### src/hdl/exec_consts.svh
/*
 * Constants for the execute block: status bit positions, flag update
 * masks, fixed register indices, widths, reset values and cycle counts.
 * Assumes it is included by bare name after the timescale directive.
 */
`ifndef EXEC_CONSTS_SVH
`define EXEC_CONSTS_SVH

// --------
// Status bit positions
// --------
`define FLAG_C 0
`define FLAG_Z 1
`define FLAG_N 2
`define FLAG_V 3
`define FLAG_S 4
`define FLAG_H 5
`define FLAG_T 6
`define FLAG_I 7

// --------
// Flag update masks and reset values
// --------
`define MASK_NONE 8'h00
`define MASK_ZCNVH 8'h2F
`define MASK_ZCNVS 8'h1F
`define MASK_ZCNV 8'h0F
`define MASK_ZNV 8'h0E
`define FLAGS_RESET 8'h00

// --------
// Operand constants
// --------
`define ALL_ONES 8'hFF
`define ONE_BYTE 8'h01
`define ZPTR_LO 5'h1E
`define ZPTR_HI 5'h1F
`define OFFSET_W 12

// --------
// Cycle counts
// --------
`define CYC_ALU 2'h1
`define CYC_WORD 2'h2
`define CYC_JUMP 2'h2
`define CYC_CALL 2'h3
`define CYC_SKIP_ONE 2'h2
`define CYC_SKIP_TWO 2'h3
`define CYC_BRANCH 2'h2

`endif

### src/hdl/exec_pkg.sv
/*
 * Types for the execute block: operation codes, byte ALU kinds and
 * sequencer states.
 * Assumes nothing of its surroundings.
 */
package exec_pkg;

   typedef enum logic [5:0] {
      sum, sum_carry, word_immediate_sum, difference, const_difference,
      difference_with_borrow, const_difference_borrow,
      word_immediate_difference, conjunction, const_conjunction,
      disjunction, const_disjunction, exclusive_disjunction,
      ones_inversion, twos_inversion, bit_set_mask, bit_clear_mask,
      plus_one, minus_one, zero_sign_check, zero_fill, all_ones_fill,
      relative_jump, pointer_jump, relative_call, pointer_call,
      equal_skip, reg_diff_flags, diff_flags_carry, diff_flags_const,
      skip_reg_bit_low, skip_reg_bit_high, skip_io_bit_low,
      skip_io_bit_high, branch_flag_high, branch_flag_low
   } op_t;

   typedef enum logic [2:0] {
      kind_add, kind_sub, kind_and, kind_or, kind_xor, kind_com
   } alu_kind_t;

   typedef enum logic [1:0] {
      idle, exec, hold
   } state_t;

endpackage : exec_pkg

### src/hdl/alu_and_branch_execute.sv
/*
 * Execute unit for the arithmetic, logic and program-flow operations of
 * an 8-bit core with 32 general registers, with the status flags and
 * the program counter.
 * Assumes a fetch stage that issues one decoded operation at a time
 * while ready is high and an I/O space that answers a bit read in the
 * same cycle as the address is shown.
 */
`timescale 1ns/1ps
`include "exec_consts.svh"

// Function
// - Register sum with carry, five flags, one cycle.
// - Word plus constant, Z C N V S, two cycles.
// - Word minus constant, Z C N V S, two cycles.
// - Register minus register and carry, one cycle.
// - Register minus constant, five flags, one cycle.
// - Register minus constant and carry, one cycle.
// - Constant AND or OR updates Z N V.
// - Register exclusive OR updates Z N V only.
// - Mask clear ANDs with inverted constant.
// - Zero-sign check keeps value, updates Z N V.
// - Relative call jumps PC plus k plus one.
// - Pointer jump loads PC from Z, two cycles.
// - Pointer call loads PC from Z, three cycles.
// - Equal registers skip next, flags untouched.
// - Constant check sets flags, stores nothing.
// - Register bit low skips next instruction.
// - I/O bit high skips next instruction.
// - Flag high branches to PC plus k plus one.
// - Flag low branches to PC plus k plus one.
// - I/O bit skips reach addresses 0x00 to 0x1F.

module alu_and_branch_execute
   import exec_pkg::*;
#(
   parameter int PC_W = 16
) (
   input wire logic clk_in,
   input wire logic rst_in,
   input wire logic issue_in,
   input wire op_t op_in,
   input wire logic [4:0] dst_in,
   input wire logic [4:0] src_in,
   input wire logic [7:0] imm_in,
   input wire logic [11:0] offset_in,
   input wire logic [2:0] bit_sel_in,
   input wire logic [4:0] io_addr_in,
   input wire logic next_two_word_in,
   input wire logic [7:0] io_data_in,
   input wire logic load_en_in,
   input wire logic [4:0] load_addr_in,
   input wire logic [7:0] load_data_in,
   input wire logic flags_load_en_in,
   input wire logic [7:0] flags_load_in,
   output logic ready_out,
   output logic done_out,
   output logic call_out,
   output logic [PC_W-1:0] pc_out,
   output logic [PC_W-1:0] ret_addr_out,
   output logic [7:0] flags_out,
   output logic [4:0] io_addr_out,
   output logic wr_en_out,
   output logic [4:0] wr_addr_out,
   output logic [7:0] wr_data_out
);

   // --------
   // Parameter check
   // --------
   if (PC_W <= `OFFSET_W || PC_W > 16) begin : g_pc_w_check
      $error("PC_W must lie above the offset width and at most 16");
   end

   // --------
   // Declarations
   // --------
   state_t state_r;
   op_t op_r;
   logic [4:0] dst_r;
   logic [7:0] imm_r;
   logic [11:0] off_r;
   logic [2:0] bit_r;
   logic two_word_r;
   logic [1:0] left_r;
   logic [7:0] hi_r;
   logic [PC_W-1:0] pc_r;
   logic [PC_W-1:0] pend_pc_r;
   logic [7:0] flags_r;
   logic [7:0] pend_flags_r;
   logic pend_call_r;
   logic ready_r;
   logic done_r;
   logic call_r;
   logic [PC_W-1:0] ret_r;
   logic [4:0] io_addr_r;
   logic wr_en_r;
   logic [4:0] wr_addr_r;
   logic [7:0] wr_data_r;

   logic accept;
   logic finish;
   logic [4:0] rd_a_addr;
   logic [4:0] rd_b_addr;
   logic [7:0] rd_a;
   logic [7:0] rd_b;
   alu_kind_t kind;
   logic [7:0] alu_a;
   logic [7:0] alu_b;
   logic alu_cin;
   logic [7:0] alu_res;
   logic alu_c;
   logic alu_h;
   logic alu_v;
   logic wr8;
   logic word_op;
   logic [7:0] mask;
   logic [1:0] cyc_x;
   logic [PC_W-1:0] pc_x;
   logic call_x;
   logic [16:0] word_res;
   logic word_v;
   logic [7:0] new_flags;
   logic [7:0] flags_nxt;
   logic [PC_W-1:0] pc_seq;
   logic [PC_W-1:0] pc_rel;
   logic [PC_W-1:0] pc_zptr;
   logic rf_we;
   logic [4:0] rf_addr;
   logic [7:0] rf_data;

   // --------
   // Helpers
   // --------
   function automatic logic [7:0] pack_flags(input logic h,
      input logic v, input logic n, input logic z, input logic c);
      logic [7:0] f;
      f = 8'h00;
      f[`FLAG_H] = h;
      f[`FLAG_V] = v;
      f[`FLAG_N] = n;
      f[`FLAG_S] = n ^ v;
      f[`FLAG_Z] = z;
      f[`FLAG_C] = c;
      return f;
   endfunction : pack_flags

   function automatic logic is_word_op(input op_t op);
      return op == word_immediate_sum || op == word_immediate_difference;
   endfunction : is_word_op

   function automatic logic is_pointer_op(input op_t op);
      return op == pointer_jump || op == pointer_call;
   endfunction : is_pointer_op

   // --------
   // Register file and byte ALU
   // --------
   // Load and issue in one cycle would race on the register file, so an
   // issue waits while a load is offered.
   assign accept = state_r == idle && issue_in && !load_en_in;
   assign finish = (state_r == exec && cyc_x == `CYC_ALU)
      || (state_r == hold && left_r == 2'h0);

   always_comb begin
      rd_a_addr = dst_in;
      rd_b_addr = src_in;
      if (is_pointer_op(op_in)) begin
         rd_a_addr = `ZPTR_LO;
         rd_b_addr = `ZPTR_HI;
      end else if (is_word_op(op_in)) begin
         rd_b_addr = {dst_in[4:1], 1'b1};
      end else if (op_in == skip_reg_bit_low
         || op_in == skip_reg_bit_high) begin
         rd_a_addr = src_in;
      end
   end

   always_comb begin
      rf_we = 1'b0;
      rf_addr = load_addr_in;
      rf_data = load_data_in;
      if (state_r == exec && wr8) begin
         rf_we = 1'b1;
         rf_addr = dst_r;
         rf_data = word_op ? word_res[7:0] : alu_res;
      end else if (state_r == hold && finish && word_op) begin
         rf_we = 1'b1;
         rf_addr = {dst_r[4:1], 1'b1};
         rf_data = hi_r;
      end else if (state_r == idle && load_en_in) begin
         rf_we = 1'b1;
      end
   end

   gp_reg_file #(
      .AW(5),
      .WIDTH(8)
   ) u_regs (
      .clk_in(clk_in),
      .rd_a_addr_in(rd_a_addr),
      .rd_b_addr_in(rd_b_addr),
      .rd_a_out(rd_a),
      .rd_b_out(rd_b),
      .we_in(rf_we),
      .wr_addr_in(rf_addr),
      .wr_data_in(rf_data)
   );

   byte_alu u_alu (
      .kind_in(kind),
      .a_in(alu_a),
      .b_in(alu_b),
      .carry_in(alu_cin),
      .res_out(alu_res),
      .c_out(alu_c),
      .h_out(alu_h),
      .v_out(alu_v)
   );

   // --------
   // Operation decode
   // --------
   assign pc_seq = pc_r + PC_W'(1);
   assign pc_rel = pc_r + {{(PC_W - `OFFSET_W){off_r[11]}}, off_r}
      + PC_W'(1);
   assign pc_zptr = PC_W'({rd_b, rd_a});

   always_comb begin
      kind = kind_add;
      alu_a = rd_a;
      alu_b = rd_b;
      alu_cin = 1'b0;
      wr8 = 1'b0;
      word_op = 1'b0;
      mask = `MASK_NONE;
      cyc_x = `CYC_ALU;
      pc_x = pc_seq;
      call_x = 1'b0;
      case (op_r)
         sum: begin
            wr8 = 1'b1;
            mask = `MASK_ZCNVH;
         end
         sum_carry: begin
            alu_cin = flags_r[`FLAG_C];
            wr8 = 1'b1;
            mask = `MASK_ZCNVH;
         end
         word_immediate_sum, word_immediate_difference: begin
            word_op = 1'b1;
            wr8 = 1'b1;
            mask = `MASK_ZCNVS;
            cyc_x = `CYC_WORD;
         end
         difference, reg_diff_flags, diff_flags_carry,
         difference_with_borrow: begin
            kind = kind_sub;
            alu_cin = (op_r == difference_with_borrow
               || op_r == diff_flags_carry) && flags_r[`FLAG_C];
            wr8 = op_r == difference || op_r == difference_with_borrow;
            mask = `MASK_ZCNVH;
         end
         const_difference, const_difference_borrow, diff_flags_const: begin
            kind = kind_sub;
            alu_b = imm_r;
            alu_cin = op_r == const_difference_borrow
               && flags_r[`FLAG_C];
            wr8 = op_r != diff_flags_const;
            mask = `MASK_ZCNVH;
         end
         conjunction, disjunction, exclusive_disjunction, zero_fill: begin
            kind = op_r == conjunction ? kind_and
               : op_r == disjunction ? kind_or : kind_xor;
            alu_b = op_r == zero_fill ? rd_a : rd_b;
            wr8 = 1'b1;
            mask = `MASK_ZNV;
         end
         const_conjunction, const_disjunction, bit_set_mask: begin
            kind = op_r == const_conjunction ? kind_and : kind_or;
            alu_b = imm_r;
            wr8 = 1'b1;
            mask = `MASK_ZNV;
         end
         bit_clear_mask: begin
            kind = kind_and;
            alu_b = `ALL_ONES - imm_r;
            wr8 = 1'b1;
            mask = `MASK_ZNV;
         end
         zero_sign_check: begin
            kind = kind_and;
            alu_b = rd_a;
            mask = `MASK_ZNV;
         end
         ones_inversion: begin
            kind = kind_com;
            wr8 = 1'b1;
            mask = `MASK_ZCNV;
         end
         twos_inversion: begin
            kind = kind_sub;
            alu_a = 8'h00;
            alu_b = rd_a;
            wr8 = 1'b1;
            mask = `MASK_ZCNVH;
         end
         plus_one, minus_one: begin
            kind = op_r == plus_one ? kind_add : kind_sub;
            alu_b = `ONE_BYTE;
            wr8 = 1'b1;
            mask = `MASK_ZNV;
         end
         all_ones_fill: begin
            kind = kind_or;
            alu_b = `ALL_ONES;
            wr8 = 1'b1;
         end
         relative_jump: begin
            cyc_x = `CYC_JUMP;
            pc_x = pc_rel;
         end
         relative_call: begin
            cyc_x = `CYC_CALL;
            pc_x = pc_rel;
            call_x = 1'b1;
         end
         pointer_jump: begin
            cyc_x = `CYC_JUMP;
            pc_x = pc_zptr;
         end
         pointer_call: begin
            cyc_x = `CYC_CALL;
            pc_x = pc_zptr;
            call_x = 1'b1;
         end
         equal_skip, skip_reg_bit_low, skip_reg_bit_high,
         skip_io_bit_low, skip_io_bit_high: begin
            if ((op_r == equal_skip && rd_a == rd_b)
               || (op_r == skip_reg_bit_low && !rd_a[bit_r])
               || (op_r == skip_reg_bit_high && rd_a[bit_r])
               || (op_r == skip_io_bit_low && !io_data_in[bit_r])
               || (op_r == skip_io_bit_high && io_data_in[bit_r])) begin
               cyc_x = two_word_r ? `CYC_SKIP_TWO : `CYC_SKIP_ONE;
               pc_x = pc_r + (two_word_r ? PC_W'(3) : PC_W'(2));
            end
         end
         branch_flag_high, branch_flag_low: begin
            if (flags_r[bit_r] == (op_r == branch_flag_high)) begin
               cyc_x = `CYC_BRANCH;
               pc_x = pc_rel;
            end
         end
         default: begin
            mask = `MASK_NONE;
         end
      endcase
   end

   // --------
   // Flag results
   // --------
   // Word operations treat the pair as one 16-bit number; the carry is
   // the seventeenth bit and overflow comes from the high sign bit.
   always_comb begin
      if (op_r == word_immediate_difference) begin
         word_res = {1'b0, rd_b, rd_a} - {9'h000, imm_r};
         word_v = rd_b[7] & ~word_res[15];
      end else begin
         word_res = {1'b0, rd_b, rd_a} + {9'h000, imm_r};
         word_v = ~rd_b[7] & word_res[15];
      end
      if (word_op) begin
         new_flags = pack_flags(1'b0, word_v, word_res[15],
            word_res[15:0] == 16'h0000, word_res[16]);
      end else begin
         new_flags = pack_flags(alu_h, alu_v, alu_res[7],
            alu_res == 8'h00, alu_c);
      end
      flags_nxt = (flags_r & ~mask) | (new_flags & mask);
   end

   // --------
   // Sequencer
   // --------
   always_ff @(posedge clk_in) begin
      if (rst_in) begin
         state_r <= idle;
         left_r <= 2'h0;
      end else begin
         case (state_r)
            idle: begin
               if (accept) begin
                  state_r <= exec;
               end
            end
            exec: begin
               if (cyc_x == `CYC_ALU) begin
                  state_r <= idle;
               end else begin
                  state_r <= hold;
                  left_r <= cyc_x - 2'h2;
               end
            end
            hold: begin
               if (left_r == 2'h0) begin
                  state_r <= idle;
               end else begin
                  left_r <= left_r - 2'h1;
               end
            end
            default: state_r <= idle;
         endcase
      end
   end

   always_ff @(posedge clk_in) begin
      if (rst_in) begin
         op_r <= sum;
         dst_r <= 5'h00;
         imm_r <= 8'h00;
         off_r <= 12'h000;
         bit_r <= 3'h0;
         two_word_r <= 1'b0;
         io_addr_r <= 5'h00;
      end else if (accept) begin
         op_r <= op_in;
         dst_r <= dst_in;
         imm_r <= imm_in;
         off_r <= offset_in;
         bit_r <= bit_sel_in;
         two_word_r <= next_two_word_in;
         io_addr_r <= io_addr_in;
      end
   end

   always_ff @(posedge clk_in) begin
      if (rst_in) begin
         hi_r <= 8'h00;
         pend_pc_r <= '0;
         pend_flags_r <= `FLAGS_RESET;
         pend_call_r <= 1'b0;
      end else if (state_r == exec) begin
         hi_r <= word_res[15:8];
         pend_pc_r <= pc_x;
         pend_flags_r <= flags_nxt;
         pend_call_r <= call_x;
      end
   end

   // --------
   // Commit of flags, program counter and call return point
   // --------
   always_ff @(posedge clk_in) begin
      if (rst_in) begin
         pc_r <= '0;
         flags_r <= `FLAGS_RESET;
         ret_r <= '0;
      end else if (finish) begin
         pc_r <= state_r == exec ? pc_x : pend_pc_r;
         flags_r <= state_r == exec ? flags_nxt : pend_flags_r;
         if (state_r == exec ? call_x : pend_call_r) begin
            ret_r <= pc_seq;
         end
      end else if (state_r == idle && flags_load_en_in) begin
         flags_r <= flags_load_in;
      end
   end

   always_ff @(posedge clk_in) begin
      if (rst_in) begin
         ready_r <= 1'b1;
         done_r <= 1'b0;
         call_r <= 1'b0;
      end else begin
         ready_r <= accept ? 1'b0 : (finish ? 1'b1 : ready_r);
         done_r <= finish;
         call_r <= finish && (state_r == exec ? call_x : pend_call_r);
      end
   end

   // Register writes are mirrored so the bench sees every result byte.
   always_ff @(posedge clk_in) begin
      if (rst_in) begin
         wr_en_r <= 1'b0;
         wr_addr_r <= 5'h00;
         wr_data_r <= 8'h00;
      end else begin
         wr_en_r <= rf_we && state_r != idle;
         wr_addr_r <= rf_addr;
         wr_data_r <= rf_data;
      end
   end

   // --------
   // Outputs
   // --------
   assign ready_out = ready_r;
   assign done_out = done_r;
   assign call_out = call_r;
   assign pc_out = pc_r;
   assign ret_addr_out = ret_r;
   assign flags_out = flags_r;
   assign io_addr_out = io_addr_r;
   assign wr_en_out = wr_en_r;
   assign wr_addr_out = wr_addr_r;
   assign wr_data_out = wr_data_r;

endmodule : alu_and_branch_execute

### src/hdl/gp_reg_file.sv
/*
 * General register file with two registered read ports and one write
 * port.
 * Assumes the reader takes read data one clock after the address.
 */
`timescale 1ns/1ps

module gp_reg_file #(
   parameter int AW = 5,
   parameter int WIDTH = 8
) (
   input wire logic clk_in,
   input wire logic [AW-1:0] rd_a_addr_in,
   input wire logic [AW-1:0] rd_b_addr_in,
   output logic [WIDTH-1:0] rd_a_out,
   output logic [WIDTH-1:0] rd_b_out,
   input wire logic we_in,
   input wire logic [AW-1:0] wr_addr_in,
   input wire logic [WIDTH-1:0] wr_data_in
);
   localparam int DEPTH = 2 ** AW;

   if (AW < 1 || WIDTH < 1) begin : g_size_check
      $error("gp_reg_file needs AW and WIDTH of at least one");
   end

   logic [WIDTH-1:0] mem_r [DEPTH];

   // A read in the cycle of a write returns the old word.
   always_ff @(posedge clk_in) begin
      rd_a_out <= mem_r[rd_a_addr_in];
      rd_b_out <= mem_r[rd_b_addr_in];
   end

   always_ff @(posedge clk_in) begin
      if (we_in) begin
         mem_r[wr_addr_in] <= wr_data_in;
      end
   end

endmodule : gp_reg_file

### src/hdl/byte_alu.sv
/*
 * Combinational byte ALU: sum and difference with carry in, logic
 * operations and inversion, with carry, half carry and overflow.
 * Assumes the caller forms zero, negative and sign from the result.
 */
`timescale 1ns/1ps

module byte_alu
   import exec_pkg::*;
(
   input wire alu_kind_t kind_in,
   input wire logic [7:0] a_in,
   input wire logic [7:0] b_in,
   input wire logic carry_in,
   output logic [7:0] res_out,
   output logic c_out,
   output logic h_out,
   output logic v_out
);
   logic [7:0] r;

   always_comb begin
      r = 8'h00;
      c_out = 1'b0;
      h_out = 1'b0;
      v_out = 1'b0;
      case (kind_in)
         kind_add: begin
            r = a_in + b_in + {7'h00, carry_in};
            c_out = (a_in[7] & b_in[7]) | (b_in[7] & ~r[7])
               | (~r[7] & a_in[7]);
            h_out = (a_in[3] & b_in[3]) | (b_in[3] & ~r[3])
               | (~r[3] & a_in[3]);
            v_out = (a_in[7] & b_in[7] & ~r[7])
               | (~a_in[7] & ~b_in[7] & r[7]);
         end
         kind_sub: begin
            r = a_in - b_in - {7'h00, carry_in};
            c_out = (~a_in[7] & b_in[7]) | (b_in[7] & r[7])
               | (r[7] & ~a_in[7]);
            h_out = (~a_in[3] & b_in[3]) | (b_in[3] & r[3])
               | (r[3] & ~a_in[3]);
            v_out = (a_in[7] & ~b_in[7] & ~r[7])
               | (~a_in[7] & b_in[7] & r[7]);
         end
         kind_and: r = a_in & b_in;
         kind_or: r = a_in | b_in;
         kind_xor: r = a_in ^ b_in;
         kind_com: begin
            r = ~a_in;
            c_out = 1'b1;
         end
         default: r = 8'h00;
      endcase
      res_out = r;
   end

endmodule : byte_alu

### config.mk
export PLATFORM = sky130hd
export DESIGN_NAME = alu_and_branch_execute
export DESIGN_NICKNAME = d
export VERILOG_FILES = /design/src/hdl/exec_pkg.sv /design/src/hdl/alu_and_branch_execute.sv /design/src/hdl/gp_reg_file.sv /design/src/hdl/byte_alu.sv
export VERILOG_INCLUDE_DIRS = /design/src /design/src/hdl
export SDC_FILE = /design/constraint.sdc
export NUM_CORES = 1
export LEC_CHECK = 0
export BUFFER_PORTS_ARGS = -buffer_cell sky130_fd_sc_hd__buf_2
export CAP_MARGIN = 40
export CORE_AREA = 2 2 247 249
export CTS_CLUSTER_DIAMETER = 150
export DETAILED_ROUTE_END_ITERATION = 8
export DIE_AREA = 0 0 249 251
export GPL_ROUTABILITY_DRIVEN = 1
export PLACE_DENSITY_LB_ADDON = 0.2
export REMOVE_ABC_BUFFERS = 1
export SYNTH_ARGS = -nofsm -noshare
export SYNTH_HDL_FRONTEND = slang
export SYNTH_SLANG_ARGS = --single-unit
### constraint.sdc
create_clock -name clk_in -period 10.6 [get_ports clk_in]
set_input_delay 2.65 -clock clk_in [delete_from_list [all_inputs] [get_ports clk_in]]
set_output_delay 2.65 -clock clk_in [all_outputs]
set_load 0.02 [all_outputs]
==> impl_summary.txt <==
----------------------------------------------------
[Die]
  IO Pins ... 141
  Width of the die ... 249 µm
  Die ar. ... 62500 µm²
  Initial core utilization ... 39.7%
  Core box area ... 59800 µm²
  Die outline height ... 251 µm
  Number of placement rows ... 90

[Synthesis]
  Cell types with the largest area share after synthesis ... edfxtp_1 32%, dfxtp_1 13%, nand2_1 6.2%
  Synth top area share ... 32.4%
  Yosys reg bits ... 406
  Share of synthesized area spent on multiplexers ... 7.26%
  Post-synth cell types ... 98
  Most used standard cells in the synthesized netlist ... 392 x nand2_1, 256 x edfxtp_1, 151 x nor2_1
  Most used flip-flop cell after synthesis ... edfxtp_1
  Average cell area after synthesis ... 9.50 µm²
  Simple-gate share of the synthesized area ... 17.8%
  Post-Synth XOR/XNOR Area ... 2.55%
  Synth Area in Compound Gates ... 18.4%
  Share of synthesized cell area in full adder, half adder and majority cells ... 4.40%
  Top-count cell post-synth ... nand2_1
  Fraction of registers with async set/reset ... 0%
  Post-synth top area cell ... edfxtp_1
  Count of flip-flops with a built-in enable after synthesis ... 256
  Cell area after technology mapping ... 23700 µm²
  Synth Instances ... 2497
  Sequential fraction of the synthesis area ... 45.1%
  Number of warnings issued by yosys ... 0
  Combinational family with the most area after synthesis ... compound AO/OA/AOI/OAI gates

[Placement]
  Count of port buffers added during placement ... 140
  Final HPWL DP ... 55100 µm
  Last weighted congestion value of the routability-driven placer ... 0.916

[STA]
  Clock Skews ... 0.0280 ns
  Final sum of negative setup slack ... 0 ns
  Share of the clock period used by the worst path after layout ... 56.7%
  Max Clk Rate ... 166 MHz
  Fin. max-slew vios ... 0
  Final hold slack ... 0.458 ns
  Worst slew pin tran ... 0.946 ns
  Final setup violation count ... 0
  Number of hold violations in the final report ... 0
  Unrepaired setup endpoints after global routing ... no
  Post-layout min period ... 6.01 ns
  Relative slew slack ... 36.8%

[GRT]
  GR Util All Layers ... 24.8%
  Largest net degree at the start of global routing ... 71
  Number of antenna violations at the first check in global routing ... 5
  Global-route wire length before repair ... 120000 µm
  Global route overflow ... 0
  Vias in the first global route ... 19.3k

[Pwr]
  Leakage Power ... 10.1 nW
  Clock power share ... 37.4%
  Fraction of power consumed by sequential logic ... 40.9%
  Combinational Power Share ... 21.7%
  Internal portion of total power ... 3.13 mW
  Net switching share of the total power ... 30.7%
  Psw ... 1.39 mW
  Worst vdd rail ir drop ... 0.0996 mV
  Cell Pwr Density ... 168 nW/µm²

[Clock network]
  TritonCTS Buffers ... 46
  Insertion delay of the later-clocked pin in the worst-skew pair ... 0.59 ns
  Maximum root-to-sink buffer count ... 3
  Root buffer cell ... clkbuf_16
  CTS HTree Levels ... 2
  Postcts setup bufs ... 0
  # resized after CTS ... 0
  Sink count of the clock tree ... 406
  CTS clock-pin slew for the worst setup and hold paths ... 0.06 ns
  Clock tree from TritonCTS ... built
  # hold bufs at CTS ... 0

[Setup path]
  Required time at the worst-slack endpoint ... 11.07 ns
  Cell type of the slowest stage on the worst timing path ... or4_1
  Kind of critical path ... in2reg
  Critical Path Source Type ... input port
  CP endpoint kind ... flip-flop
  CP cell instances ... buf_2 > nand2b_1 > or4_1 > mux2i_1 > buf_4 > and2_1 > buf_4 > nand3_1 > a311oi_1 > a21oi_1 > a21o_1
  Largest fanout on the critical path ... 33
  Buffer and inverter count on the worst path ... 3
  Longest individual stage delay on the worst path ... 0.86 ns
  Cell class contributing the biggest share of worst-path delay ... simple AND/OR/NAND/NOR gates
  Worst Path Arrival ... 6.48 ns
  Most frequent cell on the critical path ... buf_4

[Detailed routing]
  Total Wirelength ... 79600 µm
  Residual DRC count ... 0
  Number of antenna-violating nets in the routed design ... 0
  Mean routed wirelength per cell ... 23.6 µm
  Per-cell via count in the routed design ... 5.99
  Vias after detailed routing ... 20.2k
  Starting DRT DRC Count ... 2106
  First-pass detailed-route iteration total ... 6

[Final layout]
  Register Area ... 10700 µm²
  Core utilization of the finished layout ... 44.9%
  Share of cells above drive strength 1 ... 13.6%
  Area of combinational cells with multiple inputs ... 12100 µm²
  # nets final ... 2712
  Relative area change from synthesis to final layout ... 13.1%
  # fillers ... 5611

[Min path]
  Worst min path class ... reg2reg

[Run]
  Max-cap violation count ... 0

[Outcome]
  Result of the run ... complete, no violations

----------------------------------------------------
==> state kept, by name, summed over array words and instances, names as in the netlist, 3 cells and up <==
signal	count
dst_r	5
bit_r	3
u_regs.mem_r	256
u_regs.rd_b_out	8
flags_out	8
u_regs.rd_a_out	8
off_r	12
io_addr_out	5
pend_pc_r	16
pend_flags_r	8
imm_r	8
wr_data_out	8
ret_addr_out	16
wr_addr_out	5
op_r	6
hi_r	8
pc_out	16
==> final cells by class <==
class / count / area share [%]
flip-flops and latches: 406 / 39.8
inverters: 72 / 1.01
clock inverters: 17 / 0.881
multi-input cells: 1833 / 45.0
diodes: 3 / 0.0280
clock buffers: 69 / 5.11
repair buffers: 196 / 4.51
well taps: 782 / 3.65
==> per-stage QoR <==
stage | cell area [µm²] | cells | setup WS (ns) | total power [mW]
6_report | 26800 | 3378 | 4.59 | 4.52
5_1_grt | 26800 | 3377 | 4.18 | 4.69
4_1_cts | 26800 | 3375 | 4.76 | 4.53
3_5_place_dp | 25200 | 3289 | 4.13 | 2.84
3_3_place_gp | 25000 | 3268 | 3.91 | 2.81
2_1_floorplan | 22900 | 2311 | 2.35 | 2.47
==> path summary, 6_finish.rpt <==
kind	from	to	slack [ns]	cells past startpoint
worst min-delay path	io_addr_out[2]	io_addr_out[2]	0.46	2
worst min register to register	io_addr_out[2]	io_addr_out[2]	0.46	2
worst max-delay path	op_in[5]	u_regs.rd_b_out[7]	4.59	11
worst max register to register	op_r[3]	pend_flags_r[1]	4.66	23
==> placed cells by master, fill, tap and decap left out, types with 48 or more instances in the layout <==
master,n
mux2i_1,120
nand3_1,72
nor2_1,150
dfxtp_1,150
edfxtp_1,256
buf_2,140
a211oi_1,104
xnor2_1,49
o21ai_0,93
inv_1,71
and2_1,59
clkbuf_16,48
ha_1,68
nand2_1,390
a21oi_1,126
==> cells by family (layout without fill, tap and decap cells) <==
family	after synthesis	after routing
other cells	0	3
mux	152	152
simple gates	901	901
flops	406	406
compound gates	633	633
buf+inv	258	354
xor+xnor	69	69
fa+ha+maj	78	78
==> worst min-delay path, delay by kind of cell, from the launching register on <==
kind	cells	cell delay (ns)
flip-flops	1	0.31
AND/OR/NAND/NOR	1	0.05
AO/OA/AOI/OAI	1	0.05
==> power groups by stage <==
stage	clock, mW	sequential, mW	combinational, mW
3_3_place_gp	0	1.88	0.931
6_report	1.69	1.85	0.980
4_1_cts	1.72	1.85	0.970
3_5_place_dp	0	1.88	0.965
5_1_grt	1.78	1.85	1.06
2_1_floorplan	0	1.86	0.604
==> per-layer routing <==
layer	share of wire (%)	global-route usage, %	wire length, µm	vias to the layer above
met5	0.010	0	8	-
met3	7.6	4.17	6040	129
met1	44	34.3	34800	9942
met2	46	39.8	36400	829
met4	2.9	7.53	2330	2
li1	-	-	-	9340
No activity file was read; power rests on OpenSTA's default activity.
